===== src/rtl/ebus_pkg.sv =====
// Purpose: shared constants and types for the external bus access engine
// Assumes: 32-bit internal addresses, 26 external address pins
// Notes:   sdram command codes are {ras_n, cas_n, we_n}
package ebus_pkg;
  // mode register windows, address bits 31:12
  localparam logic [19:0] MODE_WIN_A2 = 20'hffffd;
  localparam logic [19:0] MODE_WIN_A3 = 20'hffffe;
  // burst read / single write code for the mode command
  localparam logic [6:0]  MODE_WRITE_CODE = 7'h04;
  localparam logic        MODE_SEQ_TYPE   = 1'h0;
  localparam logic [2:0]  MODE_BURST_ONE  = 3'h0;
  // cas latency field position inside the written offset
  localparam int          CL_POS_32 = 6;
  localparam int          CL_POS_16 = 5;
  // area numbers, taken from address bits 28:26
  localparam logic [2:0]  AREA0 = 3'h0;
  localparam logic [2:0]  AREA5 = 3'h5;
  localparam logic [2:0]  AREA6 = 3'h6;
  // i/o card windows, address bits 28:25
  localparam logic [3:0]  IO_WIN_A5 = 4'hb;
  localparam logic [3:0]  IO_WIN_A6 = 4'hd;
  // access sizes
  localparam logic [1:0]  SZ_BYTE = 2'h0;
  localparam logic [1:0]  SZ_WORD = 2'h1;
  localparam logic [1:0]  SZ_LONG = 2'h2;
  // port width codes
  localparam logic [1:0]  WID_8  = 2'h1;
  localparam logic [1:0]  WID_16 = 2'h2;
  localparam logic [1:0]  WID_32 = 2'h3;
  // reset values
  localparam logic [6:0]  CS_IDLE   = 7'h7f;
  localparam logic [25:0] ADDR_RST  = 26'h0;
  localparam logic [31:0] DATA_RST  = 32'h0;
  localparam logic [3:0]  CNT_RST   = 4'h0;
  localparam logic [4:0]  BEATS_RST = 5'h0;

  typedef enum logic [2:0] {
    ST_IDLE   = 3'h0,
    ST_PALL   = 3'h1,
    ST_MRS    = 3'h2,
    ST_SETUP  = 3'h3,
    ST_STROBE = 3'h4,
    ST_HOLD   = 3'h5
  } state_t;

  typedef struct packed {
    logic [31:0] addr;
    logic        write;
    logic [1:0]  size;
    logic [31:0] wdata;
    logic        no_wait;
  } req_t;

  typedef struct packed {
    logic ras_n;
    logic cas_n;
    logic we_n;
  } sdcmd_t;

  localparam sdcmd_t CMD_NOP  = 3'h7;
  localparam sdcmd_t CMD_PALL = 3'h2;
  localparam sdcmd_t CMD_MRS  = 3'h0;
endpackage

===== src/rtl/ebus_engine.sv =====
// Purpose: sdram mode set, burst rom and card access engine
// Assumes: one request at a time, pins timed on i_clk
// Notes:   setup/hold counts apply to card areas only
// Function
// - byte write to mode window sets mode
// - precharge all, then mode set next cycle
// - 32-bit mode address field layout
// - 16-bit mode address field layout
// - nonzero burst count enables burst rom
// - chip select held, only address steps
// - burst length limited by rom width
// - wait pin sampled per burst position
// - later burst beats take at least two cycles
// - wait ignored for dma and write-back
// - card enable makes area a card port
// - card width eight or sixteen bits
// - card setup, hold and waits applied
// - card page burst for reads only
// - i/o windows use i/o card timing
// - high io16 splits word into bytes, little endian only
module ebus_engine
  import ebus_pkg::*;
#(
  parameter int WAIT_W = 4
) (
  input  wire logic              i_clk,
  input  wire logic              i_resetn,
  input  wire logic              i_req_valid,
  input  wire req_t              i_req,
  output logic                   o_req_ready,
  output logic                   o_done,
  output logic                   o_rd_valid,
  output logic [31:0]            o_rdata,
  input  wire logic [1:0]        i_area0_burst_count,
  input  wire logic [1:0]        i_area5_burst_count,
  input  wire logic [1:0]        i_area6_burst_count,
  input  wire logic [1:0]        i_area0_width,
  input  wire logic              i_area5_card_enable,
  input  wire logic              i_area6_card_enable,
  input  wire logic              i_area5_width_sel,
  input  wire logic              i_area6_width_sel,
  input  wire logic              i_sdram_bus16,
  input  wire logic              i_little_endian,
  input  wire logic [WAIT_W-1:0] i_wait_states,
  input  wire logic [WAIT_W-1:0] i_card_setup,
  input  wire logic [WAIT_W-1:0] i_card_hold,
  input  wire logic              i_wait_n,
  input  wire logic              i_io16_n,
  input  wire logic [31:0]       i_data,
  output logic [25:0]            o_addr,
  output logic [6:0]             o_cs_n,
  output logic                   o_rd_n,
  output logic                   o_we_n,
  output logic                   o_io_cycle,
  output logic [31:0]            o_data,
  output logic                   o_data_oe,
  output sdcmd_t                 o_sd_cmd
);

  // refuse counter widths the wait logic cannot serve
  if (WAIT_W < 2 || WAIT_W > 8) begin : g_wait_w_check
    $error("WAIT_W must lie in 2..8");
  end

  // beats in a burst from count code and port width
  function automatic logic [4:0] burst_len(input logic [1:0] cnt, input logic [1:0] wid);
    logic [4:0] n;
    n = 5'h1;
    case (cnt)
      2'h1:    n = 5'h4;
      2'h2:    n = 5'h8;
      2'h3:    n = 5'h10;
      default: n = 5'h1;
    endcase
    if (wid == WID_32 && n > 5'h4) begin
      n = 5'h4;
    end
    if (wid == WID_16 && n > 5'h8) begin
      n = 5'h8;
    end
    return n;
  endfunction

  // address step per beat in bytes
  function automatic logic [25:0] wid_step(input logic [1:0] wid);
    case (wid)
      WID_16:  return 26'h2;
      WID_32:  return 26'h4;
      default: return 26'h1;
    endcase
  endfunction

  state_t            state;
  logic [WAIT_W-1:0] cnt;
  logic [4:0]        beats;
  logic              first;
  logic              split;
  logic              second;
  logic              write;
  logic              no_wait;
  logic              card;
  logic [1:0]        wid;
  logic [25:0]       step;
  logic [31:0]       wdata;

  // request decode
  logic [2:0]  area;
  logic        mode_win;
  logic        is_card;
  logic        is_io;
  logic [1:0]  dec_wid;
  logic [1:0]  dec_cnt;
  logic [2:0]  cl;
  logic [25:0] mode_addr;
  logic        burst_ok;

  always_comb begin
    area     = i_req.addr[28:26];
    mode_win = (i_req.addr[31:12] == MODE_WIN_A2 || i_req.addr[31:12] == MODE_WIN_A3)
               && i_req.write && i_req.size == SZ_BYTE;
    is_card  = (area == AREA5 && i_area5_card_enable)
               || (area == AREA6 && i_area6_card_enable);
    is_io    = is_card && (i_req.addr[28:25] == IO_WIN_A5
               || i_req.addr[28:25] == IO_WIN_A6);
    dec_wid  = WID_32;
    dec_cnt  = 2'h0;
    case (area)
      AREA0: begin
        dec_wid = i_area0_width;
        dec_cnt = i_area0_burst_count;
      end
      AREA5: begin
        dec_wid = i_area5_width_sel ? WID_16 : WID_8;
        dec_cnt = i_area5_burst_count;
      end
      AREA6: begin
        dec_wid = i_area6_width_sel ? WID_16 : WID_8;
        dec_cnt = i_area6_burst_count;
      end
      default: begin
        dec_wid = WID_32;
        dec_cnt = 2'h0;
      end
    endcase
    // page burst on reads only, never for i/o cycles
    burst_ok = !i_req.write && !is_io && dec_cnt != 2'h0;
    // latency is the offset field the software chose
    if (i_sdram_bus16) begin
      cl        = i_req.addr[CL_POS_16+:3];
      mode_addr = {11'h0, MODE_WRITE_CODE, cl, MODE_SEQ_TYPE,
                   MODE_BURST_ONE, 1'b0};
    end else begin
      cl        = i_req.addr[CL_POS_32+:3];
      mode_addr = {10'h0, MODE_WRITE_CODE, cl, MODE_SEQ_TYPE,
                   MODE_BURST_ONE, 2'b00};
    end
  end

  assign o_req_ready = (state == ST_IDLE);

  // strobe phase control
  logic sample;
  logic beat_end;
  logic want_split;

  always_comb begin
    // with no_wait clear, first beat samples only with waits set, later beats always
    sample     = (first ? (i_wait_states != '0) : 1'b1) && !no_wait;
    beat_end   = (state == ST_STROBE) && cnt == '0 && !(sample && !i_wait_n);
    want_split = beat_end && split && !second && i_io16_n;
  end

  // main sequencer
  always_ff @(posedge i_clk) begin
    if (!i_resetn) begin
      state <= ST_IDLE;
      cnt   <= WAIT_W'(CNT_RST);
      beats <= BEATS_RST;
      first <= 1'b0;
    end else begin
      case (state)
        ST_IDLE: begin
          if (i_req_valid) begin
            if (mode_win) begin
              state <= ST_PALL;
            end else begin
              state <= ST_SETUP;
              cnt   <= is_card ? i_card_setup : '0;
              beats <= burst_ok ? burst_len(dec_cnt, dec_wid) : 5'h1;
              first <= 1'b1;
            end
          end
        end
        ST_PALL: state <= ST_MRS;
        ST_MRS:  state <= ST_IDLE;
        ST_SETUP: begin
          if (cnt == '0) begin
            state <= ST_STROBE;
            cnt   <= i_wait_states;
          end else begin
            cnt <= cnt - 1'b1;
          end
        end
        ST_STROBE: begin
          if (cnt != '0) begin
            cnt <= cnt - 1'b1;
          end else if (want_split) begin
            cnt   <= i_wait_states;
            first <= 1'b0;
          end else if (beat_end && beats > 5'h1) begin
            // later beats never shorter than two cycles
            beats <= beats - 5'h1;
            first <= 1'b0;
            cnt   <= (i_wait_states == '0) ? WAIT_W'(1) : i_wait_states;
          end else if (beat_end) begin
            state <= ST_HOLD;
            cnt   <= card ? i_card_hold : '0;
          end
        end
        ST_HOLD: begin
          if (cnt == '0) begin
            state <= ST_IDLE;
          end else begin
            cnt <= cnt - 1'b1;
          end
        end
        default: state <= ST_IDLE;
      endcase
    end
  end

  // per request attributes
  always_ff @(posedge i_clk) begin
    if (!i_resetn) begin
      write   <= 1'b0;
      no_wait <= 1'b0;
      card    <= 1'b0;
      wid     <= WID_32;
      step    <= ADDR_RST;
      wdata   <= DATA_RST;
      split   <= 1'b0;
      second  <= 1'b0;
    end else if (state == ST_IDLE && i_req_valid && !mode_win) begin
      write   <= i_req.write;
      no_wait <= i_req.no_wait;
      card    <= is_card;
      wid     <= dec_wid;
      step    <= wid_step(dec_wid);
      wdata   <= i_req.wdata;
      split   <= is_io && dec_wid == WID_16 && i_req.size == SZ_WORD
                 && i_little_endian;
      second  <= 1'b0;
    end else if (want_split) begin
      second <= 1'b1;
      wdata  <= {wdata[31:16], 8'h00, wdata[15:8]}; // high byte on low lane
    end
  end

  // external address and chip select
  always_ff @(posedge i_clk) begin
    if (!i_resetn) begin
      o_addr     <= ADDR_RST;
      o_cs_n     <= CS_IDLE;
      o_io_cycle <= 1'b0;
    end else begin
      case (state)
        ST_IDLE: begin
          if (i_req_valid && mode_win) begin
            o_addr <= mode_addr;
          end else if (i_req_valid) begin
            o_addr     <= i_req.addr[25:0];
            o_cs_n     <= ~(7'h1 << area);
            o_io_cycle <= is_io;
          end
        end
        ST_STROBE: begin
          if (want_split) begin
            o_addr <= o_addr + 26'h1;
          end else if (beat_end && beats > 5'h1) begin
            o_addr <= o_addr + step;
          end
        end
        ST_HOLD: begin
          if (cnt == '0) begin
            o_cs_n     <= CS_IDLE;
            o_io_cycle <= 1'b0;
          end
        end
        default: o_addr <= o_addr;
      endcase
    end
  end

  // sdram command pins
  always_ff @(posedge i_clk) begin
    if (!i_resetn) begin
      o_sd_cmd <= CMD_NOP;
    end else if (state == ST_IDLE && i_req_valid && mode_win) begin
      o_sd_cmd <= CMD_PALL;
    end else if (state == ST_PALL) begin
      o_sd_cmd <= CMD_MRS;
    end else begin
      o_sd_cmd <= CMD_NOP;
    end
  end

  // strobes and write data, cs stays low across beats
  logic next_strobe;

  always_comb begin
    next_strobe = 1'b0;
    case (state)
      ST_SETUP:  next_strobe = (cnt == '0);
      ST_STROBE: next_strobe = !beat_end || want_split || beats > 5'h1;
      default:   next_strobe = 1'b0;
    endcase
  end

  always_ff @(posedge i_clk) begin
    if (!i_resetn) begin
      o_rd_n    <= 1'b1;
      o_we_n    <= 1'b1;
      o_data    <= DATA_RST;
      o_data_oe <= 1'b0;
    end else begin
      o_rd_n    <= !(next_strobe && !write);
      o_we_n    <= !(next_strobe && write);
      // data held through setup and hold of a card write
      o_data_oe <= write && (state == ST_SETUP || state == ST_STROBE
                   || (state == ST_HOLD && cnt != '0));
      o_data    <= want_split ? {wdata[31:16], 8'h00, wdata[15:8]} : wdata;
    end
  end

  // read data capture and completion
  always_ff @(posedge i_clk) begin
    if (!i_resetn) begin
      o_rdata    <= DATA_RST;
      o_rd_valid <= 1'b0;
      o_done     <= 1'b0;
    end else begin
      o_rd_valid <= beat_end && !write && !want_split;
      o_done     <= (state == ST_MRS) || (state == ST_HOLD && cnt == '0);
      if (beat_end && !write) begin
        if (second) begin
          o_rdata <= {o_rdata[31:16], i_data[7:0], o_rdata[7:0]};
        end else begin
          o_rdata <= i_data;
        end
      end
    end
  end

endmodule


===== config.mk =====
export PLATFORM = sky130hd
export DESIGN_NAME = ebus_engine
export DESIGN_NICKNAME = d
export VERILOG_FILES = /design/src/rtl/ebus_pkg.sv /design/src/rtl/ebus_engine.sv
export SDC_FILE = /design/constraint.sdc
export NUM_CORES = 1
export LEC_CHECK = 0
export ABC_CLOCK_PERIOD_IN_PS = 8800
export BUFFER_PORTS_ARGS = -buffer_cell sky130_fd_sc_hd__buf_2
export CORE_MARGIN = 3
export CORE_UTILIZATION = 40
export DETAILED_ROUTE_END_ITERATION = 8
export PLACE_DENSITY = 0.64
export SYNTH_ARGS = -nofsm -noshare
export SYNTH_HDL_FRONTEND = slang
export SYNTH_SLANG_ARGS = --single-unit
export TNS_END_PERCENT = 5

===== constraint.sdc =====
create_clock -name i_clk -period 8.8 [get_ports i_clk]
set_clock_uncertainty 0.1 [all_clocks]
set_input_delay 0.44 -clock i_clk [delete_from_list [all_inputs] [get_ports i_clk]]
set_output_delay 0.44 -clock i_clk [all_outputs]
set_load 0.02 [all_outputs]

# [Word level (Yosys, flattened, before mapping)]
# Cells that the tools add are included.
# W data, S select, Z words.
[word_totals] ff_bits=182 latchBits=0 ramBits=0 rom_bits=0 input_bits=131 output_inout_bits=107 wordCells=209 mem_count=0
[op_classes] add_sub_neg=4 mul=0 div=0 magnitude_cmp=3 n_eq_ne=31 shift=1 muxes=71 bitwise_logic=3 reduce_logical=71
[op_table] cell="$mux W26" n=4
[op_table] cell="$mux W5" n=16
[op_table] cell="$pmux W26 S2" n=1
[op_table] cell="$mux W4" n=11
[op_table] cell="$eq A20 B20 Y1 const B" n=2
[op_table] cell="$mux W16" n=2
[op_table] cell="$mux W32" n=1
[op_table] cell="$logic_and A1 B1 Y1" n=31
[op_table] cell="$mux W3" n=9
[op_table] cell="$add A26 B1 Y26 const B" n=1
[op_table] cell="$add A26 B26 Y26" n=1
[op_table] cell="$ne A2 B2 Y1 const B" n=11
[op_table] cell="$mux W7" n=3
[op_table] cell="$pmux W4 S4" n=1
[op_table] cell="$pmux W3 S5" n=1
[op_table] cell="$pmux W5 S3" n=1
[op_table] cell="$pmux W7 S2" n=1
[op_table] cell="$eq A3 B3 Y1 const B" n=4
[op_table] cell="$logic_not A1 Y1" n=12
[op_table] cell="$mux W12" n=1
[op_table] cell="$pmux W2 S3" n=2
[op_table] cell="$reduce_bool A4 Y1" n=3
[op_table] cell="$pmux W5 S2" n=1
[op_table] cell="$reduce_and A5 Y1" n=2
[op_table] cell="31 further kinds" n=62

# [Depth between registers and ports, before layout]
# Gate-level depths: netlist of the first run.
[logic_depth] depth_word=22 mapped_depth=17 ltp_nobuf=14

# [Worst setup path after synthesis of the first run]
# OpenSTA, ideal clock, no wires.
[synth_path] path_kind="reg-to-reg" startpoint="register cnt[0]" endpoint="register o_addr[19]" setup_time_ps=74 t_arrival_ps=3504 slack_ps=5122 path_stages_with_launch=18 n_path_buf=4 synth_period_minus_slack_ps=3678 cell_sequence="dfxtp_1 -> inv_1 -> ha_1 -> or3b_1 -> buf_6 -> nor2_8 -> nand3_1 -> buf_4 -> buf_1 -> and2_1 -> ha_1 -> a21o_1 -> a21oi_1 -> or3_1 -> clkbuf_1 -> o21ai_0 -> a211o_1 -> o21ai_0"
[synth_between] elab_chain_len=8
[synth_rtl] item="start, declared" line_no="ebus_engine.sv:94" text="logic [WAIT_W-1:0] cnt;"
[synth_rtl] item="start signal, assigned" line_no="ebus_engine.sv:177" text="cnt <= WAIT_W'(CNT_RST);"
[synth_rtl] item="start signal, assigned" line_no="ebus_engine.sv:188" text="cnt <= is_card ? i_card_setup : '0;"
[synth_rtl] item="start signal, assigned" line_no="ebus_engine.sv:199" text="cnt <= i_wait_states;"
[synth_rtl] item="$logic_not A4 Y1 (*)" line_no="ebus_engine.sv:169" text="beat_end = (state == ST_STROBE) && cnt == '0 && !(sample && !i_wait_n);"
[synth_rtl] item="$logic_and A1 B1 Y1 (*) (2 in a row)" line_no="ebus_engine.sv:169"
[synth_rtl] item="$logic_and A1 B1 Y1 (3 in a row)" line_no="ebus_engine.sv:170" text="want_split = beat_end && split && !second && i_io16_n;"
[synth_rtl] item="$ne A3 B3 Y1 (no line) or $mux W26 (tied branches)"
[synth_rtl] item="$reduce_and A3 Y1 (no line) or $pmux W26 S2 (tied branches)"
[synth_rtl] item="end signal, assigned" line_no="ebus_engine.sv:269" text="o_addr <= mode_addr;"
[synth_rtl] item="end signal, assigned" line_no="ebus_engine.sv:271" text="o_addr <= i_req.addr[25:0];"
[synth_rtl] item="end signal, assigned" line_no="ebus_engine.sv:278" text="o_addr <= o_addr + 26'h1;"
[synth_rtl] item="end, declared" line_no="ebus_engine.sv:50" text="output logic [25:0] o_addr,"
# Mark *: on every way between the ends. The rest lies on a longest branch, timed or not.
# A chain may end at the register's enable or synchronous reset.

# [Worst setup path after layout of the first run]
# Ends and elaborated chain as after synthesis.

==> impl_metrics.tcl, run 1 <==
set metrics [dict create \
    post-route-period-util_pct 48.2 \
    cp.required_ns 9.04 \
    clk_pin_slew_worst_paths_ns 0.07 \
    gp_congestion 0.890 \
    io_pins 238 \
    tritoncts "built" \
    layout_common_cells "buf_2 (237), dfxtp_1 (158), nand2_1 (148)" \
    synthTopCellsByArea "dfxtp_1 (44%), nand2_1 (7.7%), a21oi_1 (6.9%), nor2_1 (3.6%), o21ai_0 (3.3%)" \
    final_nets 1210 \
    dp.cells 1278 \
    drt_first_iter_violations 405 \
    fillCellCount 1740 \
    drcViolationCount 0 \
    wirelength_um 21700 \
    gr-total-overflow 0 \
    cts.sink_count 158 \
    htree_num_levels 4 \
    hold_class "primary input to flop" \
    cts_made_buffers 17 \
    synthDominantCellAreaShare_pct 44.0 \
    drive_above_1_share_pct 27.2 \
    routedWlPerCell_um 16.5 \
    synth-edff-count 0 \
    tns_ns 0 \
    die_x_um 140 \
    ys.flop_type "dfxtp_1" \
    rows 48 \
    grt_usage_pct 21.5 \
    ys_types 75 \
    tightest_slew_ns 1.09 \
    criticalPathCategory "flop to flop" \
    outcome "completed" \
    viasPerCell 5.40 \
    syn_avg_cell_area_um2 8.22 \
    ctsHoldBuffers 0 \
    period_minus_slack_ns 4.24 \
    synthArstFlopShare_pct 0 \
    leakage_nw 3.88 \
    ant_nets 0 \
    grt_max_degree 65 \
    grt_first_pass_wirelength_um 34800 \
    dp_hpwl_um 15000 \
    syn_area_um2 7190 \
    cts_setup_buffers 0 \
    grt_pass1_vias 6621 \
    port-buffer-count 237 \
    fmax_mhz 236 \
    vias 7073 \
    root_buffer "clkbuf_16" \
    final_cells 1311 \
    startpoint_type "flop" \
    synth_top_cell_by_area "dfxtp_1" \
    multi_input_area_um2 3700 \
    dieArea_um2 19600 \
    slew_headroom_pct 27.0 \
    layout_commonest_cell "buf_2" \
    antenna_found_initial 1 \
    register_area_um2 3160 \
    start_util_pct 41.3 \
    synthesis.nets 1013 \
    cts_resized 0 \
    clock_latency_ns 0.42 \
    crit_path_max_fanout 27 \
    slew_violations 0 \
    rsz0062_at_grt "false" \
    syn_inst 875 \
    synth-seq-area-share_pct 44.0 \
    irDropWorstVdd_mv 0.168 \
    holdWs_ns 0.154 \
    critPathArrivalTime_ns 4.49 \
    yosysWarnings 0 \
    maxCapViolations 0 \
    setup_viol_count_final 0 \
    power_density_nw_per_um2 271 \
    drt_first_pass_iters 5 \
    dieHeight_um 140 \
    ys_ff_latch 158 \
    core_um2 17400 \
    cts_buffer_depth 2 \
    hold_viol_final 0 \
    cp-end-kind "flop" \
    syn2layout_area_growth_pct 25.5 \
]
==> kinds of logic after synthesis <==
family                     Yosys count  synth area share, %
and+or+nand+nor                    366                 25.2
AOI/OAI and AO/OA                  239                 20.8
DFF                                158                 44.0
buffers and inverters               76                 4.84
muxes                               17                 2.37
xor gates and xnor gates            12                 1.46
adders and majority gates            7                 1.32
==> Yosys cell counts, types with 3 or more instances <==
cell and n:
o211ai_1 8, buf_2 17, o32ai_1 3, ha_1 6, a21o_1 4, nor3_1 20
a32oi_1 3, a22oi_1 4, nor4_1 7, nand4_1 13, a211oi_1 11, nor2_1 69
nand3b_1 9, xor2_1 8, clkbuf_1 36, o22ai_1 4, a21oi_1 99, a221oi_1 9
mux2i_1 17, nand4b_1 4, inv_1 10, xnor2_1 4, a311oi_1 5, nand2_1 148
a31oi_1 9, buf_1 3, or3_1 4, and2_1 22, a211o_1 4, nand2b_1 4
o21ai_0 48, nor2b_1 4, o31a_1 3, o21ai_1 4, and3_1 17, dfxtp_1 158
nand3_1 24, buf_4 7
==> path summary, 6_finish.rpt <==
check	start	endpoint	slack, ns	depth (start not counted)
worst max-delay path	cnt[0]$_SDFFE_PN0P_	o_addr[19]$_SDFFE_PN0P_	4.56	14
worst min register to register	wdata[28]$_SDFFE_PN0P_	o_data[28]$_SDFF_PN0_	0.35	1
worst min-delay path	i_data[17]	o_rdata[17]$_SDFFE_PN0P_	0.15	3
worst max register to register	cnt[0]$_SDFFE_PN0P_	o_addr[19]$_SDFFE_PN0P_	4.56	14
==> registers in the layout, summed over array words and instances (netlist names), 2 cells and up <==
signal / flops
o_rdata: 32
state: 3
o_cs_n: 7
o_addr: 26
beats: 5
wdata: 32
step: 3
o_data: 32
cnt: 4
o_sd_cmd: 2
==> metrics by stage <==
stage	setup slack, ns	utilization, %	power, mW	cell area (um2)
after floorplan	5.12	-	1.50	7190
after global placement	4.66	48.3	1.70	8420
after detailed placement	4.61	48.3	1.71	8420
after CTS	4.60	51.8	2.46	9020
after global routing	4.24	51.8	2.59	9020
final	4.56	51.8	2.45	9020
==> area by class of cell <==
cell class / count / area share [%]
multi-input combinational: 641 / 41.0
sequential: 158 / 35.1
timing repair buffer: 243 / 13.6
clock buffer: 17 / 4.72
tap: 225 / 3.12
clock inverter: 15 / 1.97
inverter: 11 / 0.458
antenna: 1 / 0.0277
==> worst max-delay path, stage by stage (launching register included) <==
cell and delay, ns:
dfxtp_1 0.35, inv_1 0.09, ha_1 0.27, or3b_1 0.69, nor2_8 0.26, nand3_1 0.10
buf_4 0.25, and2_1 0.23, ha_1 0.27, a21o_1 0.17, a21oi_1 0.55, or3_1 0.34
o21ai_0 0.12, a211o_1 0.30, o21ai_0 0.06
==> metal layers <==
layer | vias up | part of all wire [%] | track usage, %
met5 | - | 0 | 0
met4 | 0 | 2.4 | 7.39
met3 | 35 | 6.7 | 4.78
met2 | 271 | 46 | 34.0
met1 | 3259 | 45 | 29.2
li1 | 3508 | - | -
==> where the power goes <==
group          internal (mW)  total [mW]  switching (mW)
clock                  0.427       0.751           0.323
sequential             0.834       0.947           0.113
combinational          0.263       0.749           0.485
total                   1.53        2.45           0.921
Power figures use the tool's default switching activity.
==> run 2, diff against run 1 <==
--- a/config.mk
+++ b/config.mk
@@ -5,12 +5,12 @@
 export SDC_FILE = /design/constraint.sdc
 export NUM_CORES = 1
 export LEC_CHECK = 0
-export ABC_CLOCK_PERIOD_IN_PS = 8800
+export ABC_CLOCK_PERIOD_IN_PS = 3620
 export BUFFER_PORTS_ARGS = -buffer_cell sky130_fd_sc_hd__buf_2
 export CORE_MARGIN = 3
 export CORE_UTILIZATION = 40
 export DETAILED_ROUTE_END_ITERATION = 8
-export PLACE_DENSITY = 0.64
+export PLACE_DENSITY = 0.66
 export SYNTH_ARGS = -nofsm -noshare
 export SYNTH_HDL_FRONTEND = slang
 export SYNTH_SLANG_ARGS = --single-unit
==> constraint.sdc (replaced) <==
create_clock -name i_clk -period 3.62 [get_ports i_clk]
set_clock_uncertainty 0.1 [all_clocks]
set_input_delay 0.181 -clock i_clk [delete_from_list [all_inputs] [get_ports i_clk]]
set_output_delay 0.181 -clock i_clk [all_outputs]
set_load 0.02 [all_outputs]
==> run 2 against run 1 <==
Effect of this change: routed wire length grew 7.1%; die area is the same; combinational power grew to 2.7 times the previous value; fmax grew 26%; flip-flop and latch count is the same; final cell count grew 7.1%; first-iteration DRC count grew 17%; design area grew 10%; largest power group unchanged.
==> impl_metrics.tcl, run 2 (synthesized netlist as in run 1, its figures left out) <==
set metrics [dict create \
    drt_first_iter_violations 472 \
    start_util_pct 41.3 \
    power.internal_mw 3.71 \
    power_density_nw_per_um2 608 \
    slew_headroom_pct 29.4 \
    clk_pin_slew_worst_paths_ns 0.07 \
    hold_class "primary input to flop" \
    final_cells 1404 \
    period_minus_slack_ns 3.38 \
    hold_depth 3 \
    cp.required_ns 3.79 \
    htree_num_levels 4 \
    drt_first_pass_iters 6 \
    slew_violations 0 \
    timing.rr.end "o_addr[22]$_SDFFE_PN0P_" \
    dieArea_um2 19600 \
    startpoint_type "flop" \
    clock_latency_ns 0.43 \
    irDropWorstVdd_mv 0.383 \
    dp_hpwl_um 15500 \
    gp_congestion 0.912 \
    port-buffer-count 237 \
    outcome "completed" \
    endpoint "o_addr[22]$_SDFFE_PN0P_" \
    gr-total-overflow 0 \
    syn2layout_area_growth_pct 38.0 \
    cts.sink_count 158 \
    p_comb_share_pct 34.0 \
    dieHeight_um 140 \
    grt_first_pass_wirelength_um 37200 \
    rr_startpoint "cnt[1]$_SDFFE_PN0P_" \
    cts_made_buffers 17 \
    power_switching_mw 2.32 \
    root_buffer "clkbuf_16" \
    setup_viol_count_final 0 \
    cp_cell_sequence "inv_1 > ha_1 > or3b_1 > nor2_8 > nand3_1 > and2_1 > ha_1 > a21o_1 > nand3_1 > or3_1 > a21oi_1 > nand2b_1 > a21oi_1" \
    maxCapViolations 0 \
    core_um2 17400 \
    tightest_slew_ns 1.06 \
    antenna_found_initial 0 \
    drcViolationCount 0 \
    vias 7615 \
    grt_max_degree 64 \
    critPathArrivalTime_ns 3.56 \
    ff2ff_path_depth 13 \
    rows 48 \
    pwr-share-clk_pct 28.6 \
    wirelength_um 23200 \
    viasPerCell 5.42 \
    drive_above_1_share_pct 26.3 \
    io_pins 238 \
    layout_commonest_cell "buf_2" \
    fmax_mhz 296 \
    grt_usage_pct 23.0 \
    ant_nets 0 \
    post-route-period-util_pct 93.4 \
    hold_viol_final 0 \
    cp-end-kind "flop" \
    total_power_mw 6.03 \
    final_nets 1305 \
    seqPwrFrac_pct 37.3 \
    swShare_pct 38.4 \
    cts_buffer_depth 2 \
    grt_pass1_vias 7331 \
    criticalPathCategory "flop to flop" \
    die_x_um 140 \
    tritoncts "built" \
    crit_slowest_cell "or3b_1" \
    cp-startpoint "cnt[1]$_SDFFE_PN0P_" \
    placed_area_um2 8520 \
    rsz0062_at_grt "false" \
    antennaDiodeCount 0 \
    dp.cells 1290 \
    layout_common_cells "buf_2 (237), dfxtp_1 (158), nand2_1 (148)" \
    reg_top3 "o_data (32), o_rdata (32), wdata (32)" \
    setup.reg_to_reg.worst_slack_ns 0.24 \
    design_area_um2 9930 \
    leakage_nw 4.29 \
    routedWlPerCell_um 16.5 \
    cpPeakStageDelay_ns 0.45 \
    tns_ns 0 \
    crit_path_max_fanout 8 \
]
## run 2: changes by cell type in the layout (fill, tap and decap cells not counted), sizes merged
cell         previous run  this run
buf                   243       256
bufinv                  2         0
clkbuf                 17        18
clkinv                  4         5
clkinvlp                3         1
diode                   1         0
dlygate4sd3             0        82
inv                    17        18
## run 2: what timing repair did
item	4_1_cts	5_1_grt
setup endpoints to repair	0	3
hold endpoints to repair	82	0
buffers inserted	0	1
hold buffers	82	0
resized for setup	0	2
## run 2: through the flow
stage                     util (%)  hold slack (ns)  setup WS (ns)
final                         57.0           0.0105          0.240
after global routing          57.0           0.0292         0.0224
after CTS                     56.9          0.00203          0.220
after detailed placement      48.9            0.327          0.233
after global placement        48.9            0.322          0.329
after floorplan                  -            0.217         0.0679
## run 2: final cells by class
cell class,count,area [um2]
fill,1579,7490
multi-input combinational,641,3710
sequential,158,3160
timing repair buffer,338,2160
clock buffer,18,439
tap,225,282
clock inverter,13,126
inverter,11,41.3
## run 2: power by group through the flow
stage / Clock [mW] / Combinational (mW) / Sequential [mW]
3_5_place_dp: 0 / 1.95 / 2.28
4_1_cts: 1.77 / 2.03 / 2.25
5_1_grt: 1.83 / 2.26 / 2.29
3_3_place_gp: 0 / 1.94 / 2.28
2_1_floorplan: 0 / 1.23 / 2.42
6_report: 1.73 / 2.05 / 2.25
## run 2: worst min path at each step
stage / start / end / slack, ns
after floorplan: i_req[17] / wdata[16]$_SDFFE_PN0P_ / 0.22
after global placement: i_data[18] / o_rdata[18]$_SDFFE_PN0P_ / 0.32
after detailed placement: i_req[30] / wdata[29]$_SDFFE_PN0P_ / 0.33
after CTS: i_data[14] / o_rdata[14]$_SDFFE_PN0P_ / 0.002
after global routing: i_data[15] / o_rdata[15]$_SDFFE_PN0P_ / 0.03
final: i_data[15] / o_rdata[15]$_SDFFE_PN0P_ / 0.01
## run 2: layer usage
layer	up-vias	GRT usage, %	part of all wire, %
li1	3706	-	-
met1	3511	29.5	43
met2	318	36.5	46
met3	80	5.60	7.0
met4	0	11.2	4.1
met5	-	0	0
## run 2: worst max-delay path, delay by kind of cell (launching register included)
kind / cells / cell delay, ns
compound gates: 3 / 0.41
flops: 1 / 0.33
simple gates: 7 / 1.81
fa+ha+maj: 2 / 0.50
buf+inv: 1 / 0.07
